`config.mk`:
```
export PLATFORM = sky130hd
export DESIGN_NAME = rxfmt_framer
export DESIGN_NICKNAME = d
export VERILOG_FILES = /design/src/rxfmt_pkg.sv /design/src/rxfmt_fifo.sv /design/src/rxfmt_framer.sv
export SDC_FILE = /design/constraint.sdc
export NUM_CORES = 1
export LEC_CHECK = 0
export ABC_AREA = 1
export BUFFER_PORTS_ARGS = -buffer_cell sky130_fd_sc_hd__buf_2
export CELL_PAD_IN_SITES_DETAIL_PLACEMENT = 1
export CELL_PAD_IN_SITES_GLOBAL_PLACEMENT = 1
export CORE_ASPECT_RATIO = 1.75
export CORE_MARGIN = 5
export CORE_UTILIZATION = 35
export CTS_BUF_LIST = sky130_fd_sc_hd__clkbuf_4
export DETAILED_ROUTE_END_ITERATION = 8
export GPL_TIMING_DRIVEN = 0
export MAX_ROUTING_LAYER = met4
export PLACE_DENSITY_LB_ADDON = 0.25
export SYNTH_ARGS = -nofsm -noshare
export SYNTH_HDL_FRONTEND = slang
export SYNTH_SLANG_ARGS = --single-unit
```
`constraint.sdc`:
```
create_clock -name ref_clk -period 5.26 [get_ports ref_clk]
set_input_delay 1.315 -clock ref_clk [delete_from_list [all_inputs] [get_ports ref_clk]]
set_output_delay 1.315 -clock ref_clk [all_outputs]
set_load 0.02 [all_outputs]
```
`src/rxfmt_pkg.sv`:
```
package rxfmt_pkg;
  localparam logic [7:0] START_BYTE = 8'h7E;
  localparam logic [7:0] TYPE_BASIC = 8'h90;
  localparam logic [7:0] TYPE_EXPL = 8'h91;
  localparam logic [7:0] RSVD_HI = 8'hFF;
  localparam logic [7:0] RSVD_LO = 8'hFE;
  localparam logic [7:0] CSUM_TARGET = 8'hFF;
  localparam logic [7:0] OPT_ACK = 8'h01;
  localparam logic [7:0] OPT_BCAST = 8'h02;
  // header bytes from the type byte through the options byte
  localparam logic [15:0] HDR_BASIC = 16'h000C;
  localparam logic [15:0] HDR_EXPL = 16'h0012;
  // field positions within the frame
  localparam logic [4:0] POS_TYPE = 5'h03;
  localparam logic [4:0] POS_ADDR = 5'h04;
  localparam logic [4:0] POS_RSV0 = 5'h0C;
  localparam logic [4:0] POS_RSV1 = 5'h0D;
  localparam logic [4:0] POS_OPT_B = 5'h0E;
  localparam logic [4:0] POS_SEP = 5'h0E;
  localparam logic [4:0] POS_DEP = 5'h0F;
  localparam logic [4:0] POS_CL_HI = 5'h10;
  localparam logic [4:0] POS_CL_LO = 5'h11;
  localparam logic [4:0] POS_PR_HI = 5'h12;
  localparam logic [4:0] POS_PR_LO = 5'h13;
  localparam logic [4:0] POS_OPT_E = 5'h14;

  // packet descriptor handed in with each received packet
  typedef struct packed {
    logic [63:0] src_addr;
    logic [7:0] src_ep;
    logic [7:0] dst_ep;
    logic [15:0] cluster_id;
    logic [15:0] profile_id;
    logic acked;
    logic bcast;
    logic [15:0] pay_len;
  } rxfmt_hdr_t;

  typedef enum logic [5:0] {
    RXFMT_IDLE = 6'b000001,
    RXFMT_LEN = 6'b000010,
    RXFMT_HDR = 6'b000100,
    RXFMT_PAY = 6'b001000,
    RXFMT_SUM = 6'b010000,
    RXFMT_START = 6'b100000
  } rxfmt_state_t;
endpackage : rxfmt_pkg
```
`src/rxfmt_fifo.sv`:
```
`timescale 1ns/1ps
`default_nettype none
module rxfmt_fifo #(
  parameter int WIDTH = 8,
  parameter int DEPTH = 8
) (
  input wire logic ref_clk,
  input wire logic srst,
  input wire logic [WIDTH-1:0] in_data,
  input wire logic in_valid,
  output logic in_ready,
  output logic [WIDTH-1:0] out_data,
  output logic out_valid,
  input wire logic out_ready
);
  localparam int AW = $clog2(DEPTH);
  logic [WIDTH-1:0] mem [DEPTH];
  logic [AW-1:0] wp_r;
  logic [AW-1:0] rp_r;
  logic [AW:0] cnt_r;
  wire push = in_valid && in_ready;
  wire pop = out_valid && out_ready;

  // honest full and empty straight from the fill count
  assign in_ready = (cnt_r != (AW+1)'(DEPTH));
  assign out_valid = (cnt_r != '0);
  assign out_data = mem[rp_r];

  // pointers wrap; depth is expected to be a power of two
  always_ff @(posedge ref_clk) begin
    if (srst) begin
      wp_r <= '0;
      rp_r <= '0;
      cnt_r <= '0;
    end else begin
      if (push) wp_r <= wp_r + 1'b1;
      if (pop) rp_r <= rp_r + 1'b1;
      cnt_r <= cnt_r + (AW+1)'(push) - (AW+1)'(pop);
    end
  end

  always_ff @(posedge ref_clk) begin
    if (push) mem[wp_r] <= in_data;
  end
endmodule : rxfmt_fifo
`default_nettype wire

```
`src/rxfmt_framer.sv`:
```
`timescale 1ns/1ps
`default_nettype none
module rxfmt_framer #(
  parameter int FIFO_DEPTH = 8
) (
  input wire logic ref_clk,
  input wire logic srst,
  input wire logic api_output_select,
  // packet start: header captured when pkt_valid in idle, pkt_ready pulses a cycle later
  input wire logic pkt_valid,
  input wire rxfmt_pkg::rxfmt_hdr_t pkt_hdr,
  output logic pkt_ready,
  // payload bytes, pay_len of them per packet
  input wire logic [7:0] pay_data,
  input wire logic pay_valid,
  output logic pay_ready,
  // serial frame bytes toward the uart
  output logic [7:0] tx_data,
  output logic tx_valid,
  input wire logic tx_ready
);
  // ****************************************
  // frame builder
  // ****************************************
  rxfmt_pkg::rxfmt_state_t st_r;
  rxfmt_pkg::rxfmt_state_t st_nxt;
  rxfmt_pkg::rxfmt_hdr_t hdr_r;
  logic expl_r;
  logic [4:0] pos_r;
  logic [15:0] left_r;
  logic [7:0] sum_r;
  logic [7:0] byte_c;
  logic emit;
  logic [7:0] f_data;
  logic f_ready;
  logic [15:0] len_field;
  logic [7:0] opt_byte;
  logic [4:0] hdr_last;
  logic [7:0] hdr_byte;
  logic [2:0] addr_idx;

  // mode is latched per packet so a change mid-frame cannot tear it
  assign len_field = (expl_r ? rxfmt_pkg::HDR_EXPL : rxfmt_pkg::HDR_BASIC) + hdr_r.pay_len;
  assign opt_byte = (hdr_r.acked ? rxfmt_pkg::OPT_ACK : 8'h00)
                  | (hdr_r.bcast ? rxfmt_pkg::OPT_BCAST : 8'h00);
  assign hdr_last = expl_r ? rxfmt_pkg::POS_OPT_E : rxfmt_pkg::POS_OPT_B;
  assign addr_idx = 3'(pos_r - rxfmt_pkg::POS_ADDR);

  // header byte selection by position
  always_comb begin
    hdr_byte = 8'h00;
    if (pos_r == rxfmt_pkg::POS_TYPE) begin
      hdr_byte = expl_r ? rxfmt_pkg::TYPE_EXPL : rxfmt_pkg::TYPE_BASIC;
    end else if (pos_r < rxfmt_pkg::POS_RSV0) begin
      hdr_byte = hdr_r.src_addr[8*(7-addr_idx) +: 8];
    end else if (pos_r == rxfmt_pkg::POS_RSV0) begin
      hdr_byte = rxfmt_pkg::RSVD_HI;
    end else if (pos_r == rxfmt_pkg::POS_RSV1) begin
      hdr_byte = rxfmt_pkg::RSVD_LO;
    end else if (pos_r == hdr_last) begin
      hdr_byte = opt_byte;
    end else if (pos_r == rxfmt_pkg::POS_SEP) begin
      hdr_byte = hdr_r.src_ep;
    end else if (pos_r == rxfmt_pkg::POS_DEP) begin
      hdr_byte = hdr_r.dst_ep;
    end else if (pos_r == rxfmt_pkg::POS_CL_HI) begin
      hdr_byte = hdr_r.cluster_id[15:8];
    end else if (pos_r == rxfmt_pkg::POS_CL_LO) begin
      hdr_byte = hdr_r.cluster_id[7:0];
    end else if (pos_r == rxfmt_pkg::POS_PR_HI) begin
      hdr_byte = hdr_r.profile_id[15:8];
    end else begin
      hdr_byte = hdr_r.profile_id[7:0];
    end
  end

  // byte offered to the fifo in each state
  always_comb begin
    byte_c = 8'h00;
    emit = 1'b0;
    case (st_r)
      rxfmt_pkg::RXFMT_START: begin
        byte_c = rxfmt_pkg::START_BYTE;
        emit = 1'b1;
      end
      rxfmt_pkg::RXFMT_LEN: begin
        byte_c = pos_r[0] ? len_field[15:8] : len_field[7:0];
        emit = 1'b1;
      end
      rxfmt_pkg::RXFMT_HDR: begin
        byte_c = hdr_byte;
        emit = 1'b1;
      end
      rxfmt_pkg::RXFMT_PAY: begin
        byte_c = pay_data;
        emit = pay_valid;
      end
      rxfmt_pkg::RXFMT_SUM: begin
        byte_c = rxfmt_pkg::CSUM_TARGET - sum_r;
        emit = 1'b1;
      end
      default: begin
        byte_c = 8'h00;
        emit = 1'b0;
      end
    endcase
  end

  wire step = emit && f_ready;
  assign pay_ready = (st_r == rxfmt_pkg::RXFMT_PAY) && f_ready;
  assign f_data = byte_c;

  // next state; fifo back-pressure holds every step
  always_comb begin
    st_nxt = st_r;
    case (st_r)
      rxfmt_pkg::RXFMT_IDLE: if (pkt_valid) st_nxt = rxfmt_pkg::RXFMT_START;
      rxfmt_pkg::RXFMT_START: if (step) st_nxt = rxfmt_pkg::RXFMT_LEN;
      rxfmt_pkg::RXFMT_LEN: if (step && pos_r == 5'h02) st_nxt = rxfmt_pkg::RXFMT_HDR;
      rxfmt_pkg::RXFMT_HDR: begin
        if (step && pos_r == hdr_last) begin
          st_nxt = (hdr_r.pay_len == 16'h0000) ? rxfmt_pkg::RXFMT_SUM : rxfmt_pkg::RXFMT_PAY;
        end
      end
      rxfmt_pkg::RXFMT_PAY: if (step && left_r == 16'h0001) st_nxt = rxfmt_pkg::RXFMT_SUM;
      rxfmt_pkg::RXFMT_SUM: if (step) st_nxt = rxfmt_pkg::RXFMT_IDLE;
      default: st_nxt = rxfmt_pkg::RXFMT_IDLE;
    endcase
  end

  // pkt_ready is registered: one cycle pulse when the header is captured
  always_ff @(posedge ref_clk) begin
    if (srst) begin
      st_r <= rxfmt_pkg::RXFMT_IDLE;
      pkt_ready <= 1'b0;
    end else begin
      st_r <= st_nxt;
      pkt_ready <= (st_r == rxfmt_pkg::RXFMT_IDLE) && pkt_valid && !pkt_ready;
    end
  end

  // header capture and position tracking
  always_ff @(posedge ref_clk) begin
    if (srst) begin
      hdr_r <= '0;
      expl_r <= 1'b0;
      pos_r <= 5'h00;
      left_r <= 16'h0000;
      sum_r <= 8'h00;
    end else if (st_r == rxfmt_pkg::RXFMT_IDLE) begin
      if (pkt_valid) begin
        hdr_r <= pkt_hdr;
        expl_r <= api_output_select;
        left_r <= pkt_hdr.pay_len;
      end
      pos_r <= 5'h00;
      sum_r <= 8'h00;
    end else if (step) begin
      if (pos_r != 5'h1F) pos_r <= pos_r + 5'h01;
      if (st_r == rxfmt_pkg::RXFMT_PAY) left_r <= left_r - 16'h0001;
      // sum runs from the type byte onward
      if (st_r == rxfmt_pkg::RXFMT_HDR || st_r == rxfmt_pkg::RXFMT_PAY) sum_r <= sum_r + byte_c;
    end
  end

  // LEN state emits high byte at pos 1 and low at pos 2
  // note pos_r[0] is 1 at position 1, 0 at position 2

  // ****************************************
  // output buffer
  // ****************************************
  logic [7:0] q_data;
  logic q_valid;
  logic q_ready;

  rxfmt_fifo #(.WIDTH(8), .DEPTH(FIFO_DEPTH)) u_fifo (
    .ref_clk(ref_clk),
    .srst(srst),
    .in_data(f_data),
    .in_valid(emit),
    .in_ready(f_ready),
    .out_data(q_data),
    .out_valid(q_valid),
    .out_ready(q_ready)
  );

  // registered output stage so tx_data and tx_valid leave a flip-flop
  assign q_ready = !tx_valid || tx_ready;
  always_ff @(posedge ref_clk) begin
    if (srst) begin
      tx_valid <= 1'b0;
      tx_data <= 8'h00;
    end else if (q_ready) begin
      tx_valid <= q_valid;
      // data moves only with a real byte, so an unwritten fifo slot never reaches the pins
      if (q_valid) tx_data <= q_data;
    end
  end

  // ****************************************
  // checks
  // ****************************************
  chk_start_byte: assert property (@(posedge ref_clk) disable iff (srst)
    (st_r == rxfmt_pkg::RXFMT_START && step) |-> f_data == 8'h7E)
    else $error("start byte wrong");
  chk_len_hi_first: assert property (@(posedge ref_clk) disable iff (srst)
    (st_r == rxfmt_pkg::RXFMT_LEN && step && pos_r == 5'h01) |-> f_data == len_field[15:8])
    else $error("length high byte wrong");
  chk_checksum_sum: assert property (@(posedge ref_clk) disable iff (srst)
    (st_r == rxfmt_pkg::RXFMT_SUM && step) |-> 8'(sum_r + f_data) == 8'hFF)
    else $error("checksum does not sum to ff");
  chk_type_mode: assert property (@(posedge ref_clk) disable iff (srst)
    (st_r == rxfmt_pkg::RXFMT_HDR && pos_r == 5'h03) |-> f_data == (expl_r ? 8'h91 : 8'h90))
    else $error("type byte does not match mode");
  chk_type_basic: assert property (@(posedge ref_clk) disable iff (srst)
    (st_r == rxfmt_pkg::RXFMT_IDLE && pkt_valid && !api_output_select) |=> !expl_r)
    else $error("basic mode not latched");
  chk_rsvd_bytes: assert property (@(posedge ref_clk) disable iff (srst)
    (st_r == rxfmt_pkg::RXFMT_HDR && step && pos_r == 5'h0C) |=> f_data == 8'hFE)
    else $error("reserved bytes wrong");
  chk_opt_bits: assert property (@(posedge ref_clk) disable iff (srst)
    (st_r == rxfmt_pkg::RXFMT_HDR && pos_r == hdr_last) |-> f_data[1] == hdr_r.bcast && f_data[0] == hdr_r.acked)
    else $error("receive options wrong");
  chk_pay_order: assert property (@(posedge ref_clk) disable iff (srst)
    (st_r == rxfmt_pkg::RXFMT_HDR && step && pos_r == hdr_last && hdr_r.pay_len != 16'h0000)
      |=> st_r == rxfmt_pkg::RXFMT_PAY && pos_r == hdr_last + 5'h01)
    else $error("payload not after options");

  // length low byte, worked out again from the layout sizes
  chk_len_lo_value: assert property (@(posedge ref_clk) disable iff (srst)
    (st_r == rxfmt_pkg::RXFMT_LEN && pos_r == 5'h02) |-> f_data == 8'(hdr_r.pay_len + (expl_r ? 16'h0012 : 16'h000C)))
    else $error("length low byte wrong");
  // basic frames carry the plain receive type
  chk_type_basic_val: assert property (@(posedge ref_clk) disable iff (srst)
    (st_r == rxfmt_pkg::RXFMT_HDR && pos_r == rxfmt_pkg::POS_TYPE && !expl_r) |-> f_data == 8'h90)
    else $error("basic type byte wrong");
  // explicit mode must be latched with the header
  chk_expl_latch: assert property (@(posedge ref_clk) disable iff (srst)
    (st_r == rxfmt_pkg::RXFMT_IDLE && pkt_valid && api_output_select) |=> expl_r)
    else $error("explicit mode not latched");
  // basic header ends at the options byte, no endpoint fields follow
  chk_basic_hdr_end: assert property (@(posedge ref_clk) disable iff (srst)
    (st_r == rxfmt_pkg::RXFMT_HDR && step && !expl_r && pos_r == 5'h0E) |=> st_r != rxfmt_pkg::RXFMT_HDR)
    else $error("basic header too long");

  // sender address, first and last byte, and the first reserved byte
  chk_addr_first: assert property (@(posedge ref_clk) disable iff (srst)
    (st_r == rxfmt_pkg::RXFMT_HDR && pos_r == 5'h04) |-> f_data == hdr_r.src_addr[63:56])
    else $error("address high byte wrong");
  chk_addr_last: assert property (@(posedge ref_clk) disable iff (srst)
    (st_r == rxfmt_pkg::RXFMT_HDR && pos_r == 5'h0B) |-> f_data == hdr_r.src_addr[7:0])
    else $error("address low byte wrong");
  chk_rsvd_first: assert property (@(posedge ref_clk) disable iff (srst)
    (st_r == rxfmt_pkg::RXFMT_HDR && pos_r == 5'h0C) |-> f_data == 8'hFF)
    else $error("first reserved byte wrong");

  // options byte in each layout: ack bit matches acked, unused bits clear
  chk_opt_basic: assert property (@(posedge ref_clk) disable iff (srst)
    (st_r == rxfmt_pkg::RXFMT_HDR && !expl_r && pos_r == 5'h0E)
      |-> f_data[7:2] == 6'h00 && f_data[0] == hdr_r.acked)
    else $error("basic options byte wrong");
  chk_opt_expl: assert property (@(posedge ref_clk) disable iff (srst)
    (st_r == rxfmt_pkg::RXFMT_HDR && expl_r && pos_r == 5'h14)
      |-> f_data[7:2] == 6'h00 && f_data[0] == hdr_r.acked)
    else $error("explicit options byte wrong");

  // explicit addressing fields
  chk_src_ep: assert property (@(posedge ref_clk) disable iff (srst)
    (st_r == rxfmt_pkg::RXFMT_HDR && expl_r && pos_r == 5'h0E) |-> f_data == hdr_r.src_ep)
    else $error("source endpoint wrong");
  chk_dst_ep: assert property (@(posedge ref_clk) disable iff (srst)
    (st_r == rxfmt_pkg::RXFMT_HDR && expl_r && pos_r == 5'h0F) |-> f_data == hdr_r.dst_ep)
    else $error("destination endpoint wrong");
  chk_cluster_hi: assert property (@(posedge ref_clk) disable iff (srst)
    (st_r == rxfmt_pkg::RXFMT_HDR && expl_r && pos_r == 5'h10) |-> f_data == hdr_r.cluster_id[15:8])
    else $error("cluster high byte wrong");
  chk_cluster_lo: assert property (@(posedge ref_clk) disable iff (srst)
    (st_r == rxfmt_pkg::RXFMT_HDR && expl_r && pos_r == 5'h11) |-> f_data == hdr_r.cluster_id[7:0])
    else $error("cluster low byte wrong");
  chk_profile_hi: assert property (@(posedge ref_clk) disable iff (srst)
    (st_r == rxfmt_pkg::RXFMT_HDR && expl_r && pos_r == 5'h12) |-> f_data == hdr_r.profile_id[15:8])
    else $error("profile high byte wrong");
  chk_profile_lo: assert property (@(posedge ref_clk) disable iff (srst)
    (st_r == rxfmt_pkg::RXFMT_HDR && expl_r && pos_r == 5'h13) |-> f_data == hdr_r.profile_id[7:0])
    else $error("profile low byte wrong");

  // the last payload byte hands over to the checksum, and the checksum closes the frame
  chk_pay_count: assert property (@(posedge ref_clk) disable iff (srst)
    (st_r == rxfmt_pkg::RXFMT_PAY && step && left_r == 16'h0001) |=> st_r == rxfmt_pkg::RXFMT_SUM)
    else $error("payload count wrong");
  chk_sum_closes: assert property (@(posedge ref_clk) disable iff (srst)
    (st_r == rxfmt_pkg::RXFMT_SUM && step) |=> st_r == rxfmt_pkg::RXFMT_IDLE)
    else $error("frame not closed after checksum");
endmodule : rxfmt_framer
`default_nettype wire

```
# Word level (Yosys, flattened, before mapping)
# Memory sizes are Yosys's and may differ from the RTL's. A register that Yosys moved wholly into a read port is not among the register bits.
# Cells that the tools add are included.
# word_totals
ramBits	64
elab_cells	114
input_bits	144
output_inout_bits	11
latch_bits	0
ff_bits	178
memories	1
mem_bits_ro	0
# classes
n_div	0
bitwise_logic	1
reduce_logical	24
muxes	32
eq_ne	25
n_addsub	11
n_shift	1
n_lt_le_gt_ge	1
multipliers	0
# memory_table
memory	depth	width	rd	rd_clocked_by_memory_dff	write_ports	line	source
u_fifo.mem	8	8	1	1	1	rxfmt_fifo.sv:17	logic [WIDTH-1:0] mem [DEPTH];
# ops
op	count
$mux W8	11
$mux W16	4
$shiftx A64 B33 Y8	1
$pmux W8 S5	1
$mux W6	6
$pmux W6 S6	1
$eq A5 B4 Y1 const B	4
$add A5 B16 Y16	1
$eq A16 B1 Y1 const B	1
$logic_not A16 Y1	1
$sub A16 B1 Y16 const B	1
$eq A5 B5 Y1 const B	3
$mux W5	3
$eq A5 B2 Y1 const B	2
$ne A2 B2 Y1 const B	5
$add A8 B8 Y8	1
$logic_and A1 B1 Y1	8
$reduce_and A2 Y1	4
$sub A8 B8 Y8 const A	1
$add A3 B1 Y3 const B	2
$eq A6 B1 Y1 const B	1
$eq A6 B2 Y1 const B	1
$eq A6 B3 Y1 const B	1
$eq A6 B4 Y1 const B	1
other kinds (24)	30

# Longest topological paths before layout
# logic_depth
word_depth	13
depth_mapped	27
depth_no_buf	24

# Cells and area by module
# From an unflattened synthesis, not the netlist that was laid out.
# unflattened
hier_cells	1680
area_unflattened_um2	12468.2
# modules_own_cells
module	seq_area_each_um2	n_inst	cells_per_inst	area_each_um2
rxfmt_framer	3523.4	1	1308	8917.3
rxfmt_fifo	2182.1	1	372	3550.9

# Worst setup path after synthesis
# OpenSTA, ideal clock, no wires.
# synth_path
kind	reg2reg
from	register pos_r[0]
to	register sum_r[6]
setup_time_ns	0.070
path_stages_with_launch	27
path_buffers	3
required_time_ns	5.190
arrival_ns	3.761
slack_ns	1.429
period_less_slack_ns	3.831
path_cell_list	dfxtp_1 > inv_1 > buf_2 > buf_1 > buf_1 > ha_1 > nand3_2 > inv_2 > a21oi_1 > o211ai_1 > o211ai_1 > nand2_1 > nand2_1 > nand2_1 > nand2_1 > nand2_1 > nand2_1 > nand2_1 > ha_1 > inv_1 > fa_1 > o21ai_0 > a21oi_1 > inv_1 > a21oi_1 > xor2_1 > a21oi_1
# synth_via
elab_chain_cells	13
elab_cells_between_ends	26
cone_classes	3 x add/sub; 1 x order compare; 9 x eq/ne; 1 x shift; 12 x mux
# synth_rtl
element	line	source
from (decl)	rxfmt_framer.sv:29	logic [4:0] pos_r;
from (signal assigned)	rxfmt_framer.sv:159	if (pos_r != 5'h1F) pos_r <= pos_r + 5'h01;
branches (longest 11 deep; another with $sub A3 B3 Y4)	--	
$pmux W8 S5 (*)	rxfmt_framer.sv:81	case (st_r)
named net byte_c[0]	rxfmt_framer.sv:32	logic [7:0] byte_c;
$add A8 B8 Y8 (*)	rxfmt_framer.sv:162	if (st_r == rxfmt_pkg::RXFMT_HDR || st_r == rxfmt_pkg::RXFMT_PAY) sum_r <= sum_r + byte_c;
to (signal assigned)	rxfmt_framer.sv:162	
to (decl)	rxfmt_framer.sv:31	logic [7:0] sum_r;
# Mark *: on every way through the listed nets, which the timed path passes.
# A chain may end at the register's enable or synchronous reset.

# Final worst setup path
# layout_path
from	register pos_r[0]
to	register sum_r[7]
# The elaborated chain is that of the path after synthesis.

==> results.py <==
metrics = {
    "routing": {
        "drt-initial-drc-count": 522,
        "vias_per_cell": 5.130,
        "wl_per_cell_microns": 18.63,
        "drc": 0,
        "vias": 11600,
        "drtPass1Iterations": 5,
        "ant_nets": 0,
        "routed_wl_mm": 42.13,
    },
    "clock_network": {
        "cts_buffer_depth": 3,
        "numCtsBuffers": 59,
        "clk_pin_slew_ns": 0.09,
        "cts_hold_buffers": 0,
        "numClockSinks": 250,
        "clockRootBuffer": "clkbuf_4",
        "cts_setup_buffers": 0,
        "clock_latency_ns": 0.74,
        "cts_tree": "yes",
        "h-tree-depth": 2,
    },
    "timing": {
        "hold_violations": 0,
        "clock.fmax_mhz": 207.7,
        "slew_headroom_pct": 11.84,
        "period_minus_slack_ns": 4.815,
        "finalSetupViolations": 0,
        "rsz0062_at_grt": "no",
        "fin_crit_sh_pct": 91.54,
        "drv_slew": 0,
        "tightest_slew_ns": 1.312,
        "finClkSkew_ns": 0.03446,
    },
    "synth": {
        "synth.distinct_cells": 47,
        "synth_area_sq_mm": 0.01189,
        "synthCells": 1552,
        "ys_ff_latch": 250,
        "syn_nets": 1726,
        "ys_async_sr_fraction_pct": 0,
        "yosysWarningCount": 0,
        "avgSynthCellArea_sq_um": 7.661,
        "synth_top_flop_cell": "dfxtp_1",
        "seq_area_frac_synth_pct": 47.48,
        "synth_edf_count": 64,
    },
    "cells_and_area": {
        "utilization_pct": 41.54,
        "layoutNonFillerInstCount": 2261,
        "nets": 1938,
        "area_growth_pct": 17.50,
        "drive_gt1_share_pct": 16.34,
        "num-fill-cells": 4370,
    },
    "global_routing": {
        "grt_pass1_wl_mm": 64.80,
        "grt_antenna_before_repair": 1,
        "grt_max_degree": 16,
        "grt.total_usage_pct": 22.72,
        "overflow": 0,
        "grt_pass1_vias": 12270,
    },
    "worst_setup_path": {
        "worstSetupEndpointType": "flop",
        "max_stage_delay_ns": 0.36,
        "cp_slowest_cell": "buf_2",
        "cp_top_family": "compound AO/OA/AOI/OAI gates",
        "crit_type": "flop to flop",
        "critical_path_buf_inv_count": 4,
        "required_ns": 5.90,
        "critPathMaxFanout": 19,
        "crit_chain": "inv_1 > clkbuf_4 > buf_2 > ha_1 > nand3_2 > inv_2 > nand2_1 > a21oi_1 > o22ai_1 > o21ai_0 > o21ai_0 > o21ai_0 > nand3_1 > nand3_1 > ha_1 > a21oi_1 > nand2_1 > a31oi_1 > nand3_1 > nand2_1 > nor2_1 > nor2_1 > nor2_1",
        "start_kind": "flop",
        "reg2reg_setup_slack_ns": 0.44,
        "cp_data_arrival_time_ns": 5.45,
    },
    "die": {
        "die_area_sq_mm": 0.03790,
        "num_io_pins": 155,
        "die_x_microns": 149.3,
        "start_util_pct": 35.36,
        "core_area_sq_mm": 0.03363,
        "die_h_microns": 253.8,
        "rows": 89,
    },
    "power": {
        "powerDensity_mw_per_mm2": 571.0,
        "switchingPower_w": 0.003512,
        "p_comb_share_pct": 43.1,
        "p_sw_share_pct": 44.03,
        "p_seq_share_pct": 36.9,
        "p_int_w": 0.004465,
        "power_leakage_nw": 5.898,
        "peakVddDrop_mv": 0.1720,
        "power_w": 0.007977,
        "clkPwrFrac_pct": 20.0,
    },
    "place": {
        "port_buffers": 153,
        "dp_cells": 2160,
        "place_hpwl_mm": 32.79,
        "gp_congestion": 0.9140,
    },
    "hold_path": {
        "min_path_type": "flop to flop",
    },
    "run": {
        "drv_cap": 0,
    },
    "run_status": {
        "status": "complete, no violations",
    },
}
==> area by class of cell <==
cell class | instances | area [sq um] | area share, %
diodes | 1 | 2.502 | 0.01791
well taps | 455 | 569.3 | 4.075
repair buffers | 153 | 765.7 | 5.481
plain buffers | 82 | 351.6 | 2.517
clock inverters | 14 | 81.33 | 0.5821
multi-input cells | 1091 | 5418 | 38.78
clock buffers | 88 | 660.6 | 4.729
inverters | 127 | 476.7 | 3.412
flip-flops and latches | 250 | 5645 | 40.41
==> worst register-to-register path: stages, from the launching register on <==
cell and delay [ns]:
dfxtp_1 0.35, inv_1 0.16, clkbuf_4 0.31, buf_2 0.36, ha_1 0.32, nand3_2 0.22
inv_2 0.18, nand2_1 0.07, a21oi_1 0.17, o22ai_1 0.15, o21ai_0 0.20, o21ai_0 0.12
o21ai_0 0.27, nand3_1 0.17, nand3_1 0.36, ha_1 0.37, a21oi_1 0.14, nand2_1 0.10
a31oi_1 0.28, nand3_1 0.15, nand2_1 0.08, nor2_1 0.04, nor2_1 0.08, nor2_1 0.05
==> placed cells by master (no fill, tap or decap), types with 3 or more instances in the layout <==
master	synthesis	routed
ha_1	27	27
buf_2	17	170
nor2_2	4	4
edfxtp_1	64	64
nand4_1	9	9
o211ai_1	13	13
nor2_1	337	337
o21ai_1	8	8
xor2_1	8	8
nor3_1	11	11
inv_2	10	11
xnor2_1	3	3
a31oi_1	8	8
a311oi_1	4	4
o221ai_1	12	12
o21ai_0	242	242
clkbuf_1	58	58
nand3_1	53	52
nand2_2	3	3
a22oi_1	6	6
clkinv_1	3	13
clkbuf_4	0	89
a21oi_1	112	112
a221o_1	5	5
dfxtp_1	186	186
fa_1	3	3
buf_4	3	3
inv_1	114	114
a211oi_1	7	7
nand2_1	175	175
o22ai_1	15	15
nor4_1	6	6
a221oi_1	3	3
==> power by group through the flow <==
stage / logic, W / clock network, W / registers (W)
after floorplan: 0.00230 / 0 / 0.00289
after global placement: 0.00335 / 0 / 0.00296
after detailed placement: 0.00346 / 0 / 0.00298
after CTS: 0.00348 / 0.00164 / 0.00294
after global routing: 0.00387 / 0.00174 / 0.00300
final: 0.00344 / 0.00160 / 0.00294
==> routing by layer <==
layer,vias to the layer above,routed length (microns),track usage [%]
met5,-,0,-
li1,5685,-,-
met2,279,23290,43.41
met1,5520,15300,22.27
met4,0,2068,11.20
met3,116,1466,2.801
==> Yosys cell counts (10+ instances only) <==
cell	count	area, sq um
a21oi_1	112	560.5
buf_2	17	85.08
clkbuf_1	58	217.7
dfxtp_1	186	3724
edfxtp_1	64	1922
ha_1	27	337.8
inv_1	114	427.9
inv_2	10	37.54
nand2_1	175	656.9
nand3_1	53	265.3
nor2_1	337	1265
nor3_1	11	55.05
o211ai_1	13	97.59
o21ai_0	242	1211
o221ai_1	12	105.1
o22ai_1	15	93.84
==> sequential cells by signal, indices dropped and copies added, names as in the netlist <==
| signal | flops |
|---|---|
| pkt_ready | 1 |
| tx_valid | 1 |
| st_r | 6 |
| sum_r | 8 |
| left_r | 16 |
| u_fifo.rp_r | 3 |
| u_fifo.mem | 64 |
| u_fifo.wp_r | 3 |
| expl_r | 1 |
| hdr_r | 130 |
| tx_data | 8 |
| pos_r | 5 |
| u_fifo.cnt_r | 4 |
==> timing repair <==
item                                    4_1_cts  5_1_grt
hold endpoints to repair                      0        0
gates resized for setup                       2        1
endpoints found under the setup margin        5        4
gates cloned                                  0        0
==> kinds of logic (layout without fill, tap and decap cells) <==
kind of cell    Yosys count  count (layout)  synth area share [%]
compound gates          438             438                 20.13
xor+xnor                 11              11                0.8103
buf+inv                 211             464                 6.998
other cells               0               1                     0
fa+ha+maj                30              30                 3.346
simple gates            612             612                 21.24
flops                   250             250                 47.48
==> stage by stage <==
step / hold WS, ns / instance area [sq um] / worst slack (ns) / setup TNS [ns]
final: 0.4516 / 13970 / 0.4449 / 0
after global routing: 0.4803 / 13970 / 0.02795 / 0
after CTS: 0.4458 / 13970 / 0.05987 / 0
after detailed placement: 0.4281 / 13230 / -0.3426 / -0.6654
after global placement: 0.4240 / 13230 / -0.2190 / -0.3548
after floorplan: 0.4245 / 11890 / 1.429 / 0
==> path summary, 6_finish.rpt <==
path	endpoint	startpoint	cells after the start
min	pkt_ready	pkt_ready	1
max reg2reg	sum_r[7]	pos_r[0]	23
max	sum_r[7]	pos_r[0]	23
min reg2reg	pkt_ready	pkt_ready	1
Power figures use the tool's default switching activity.
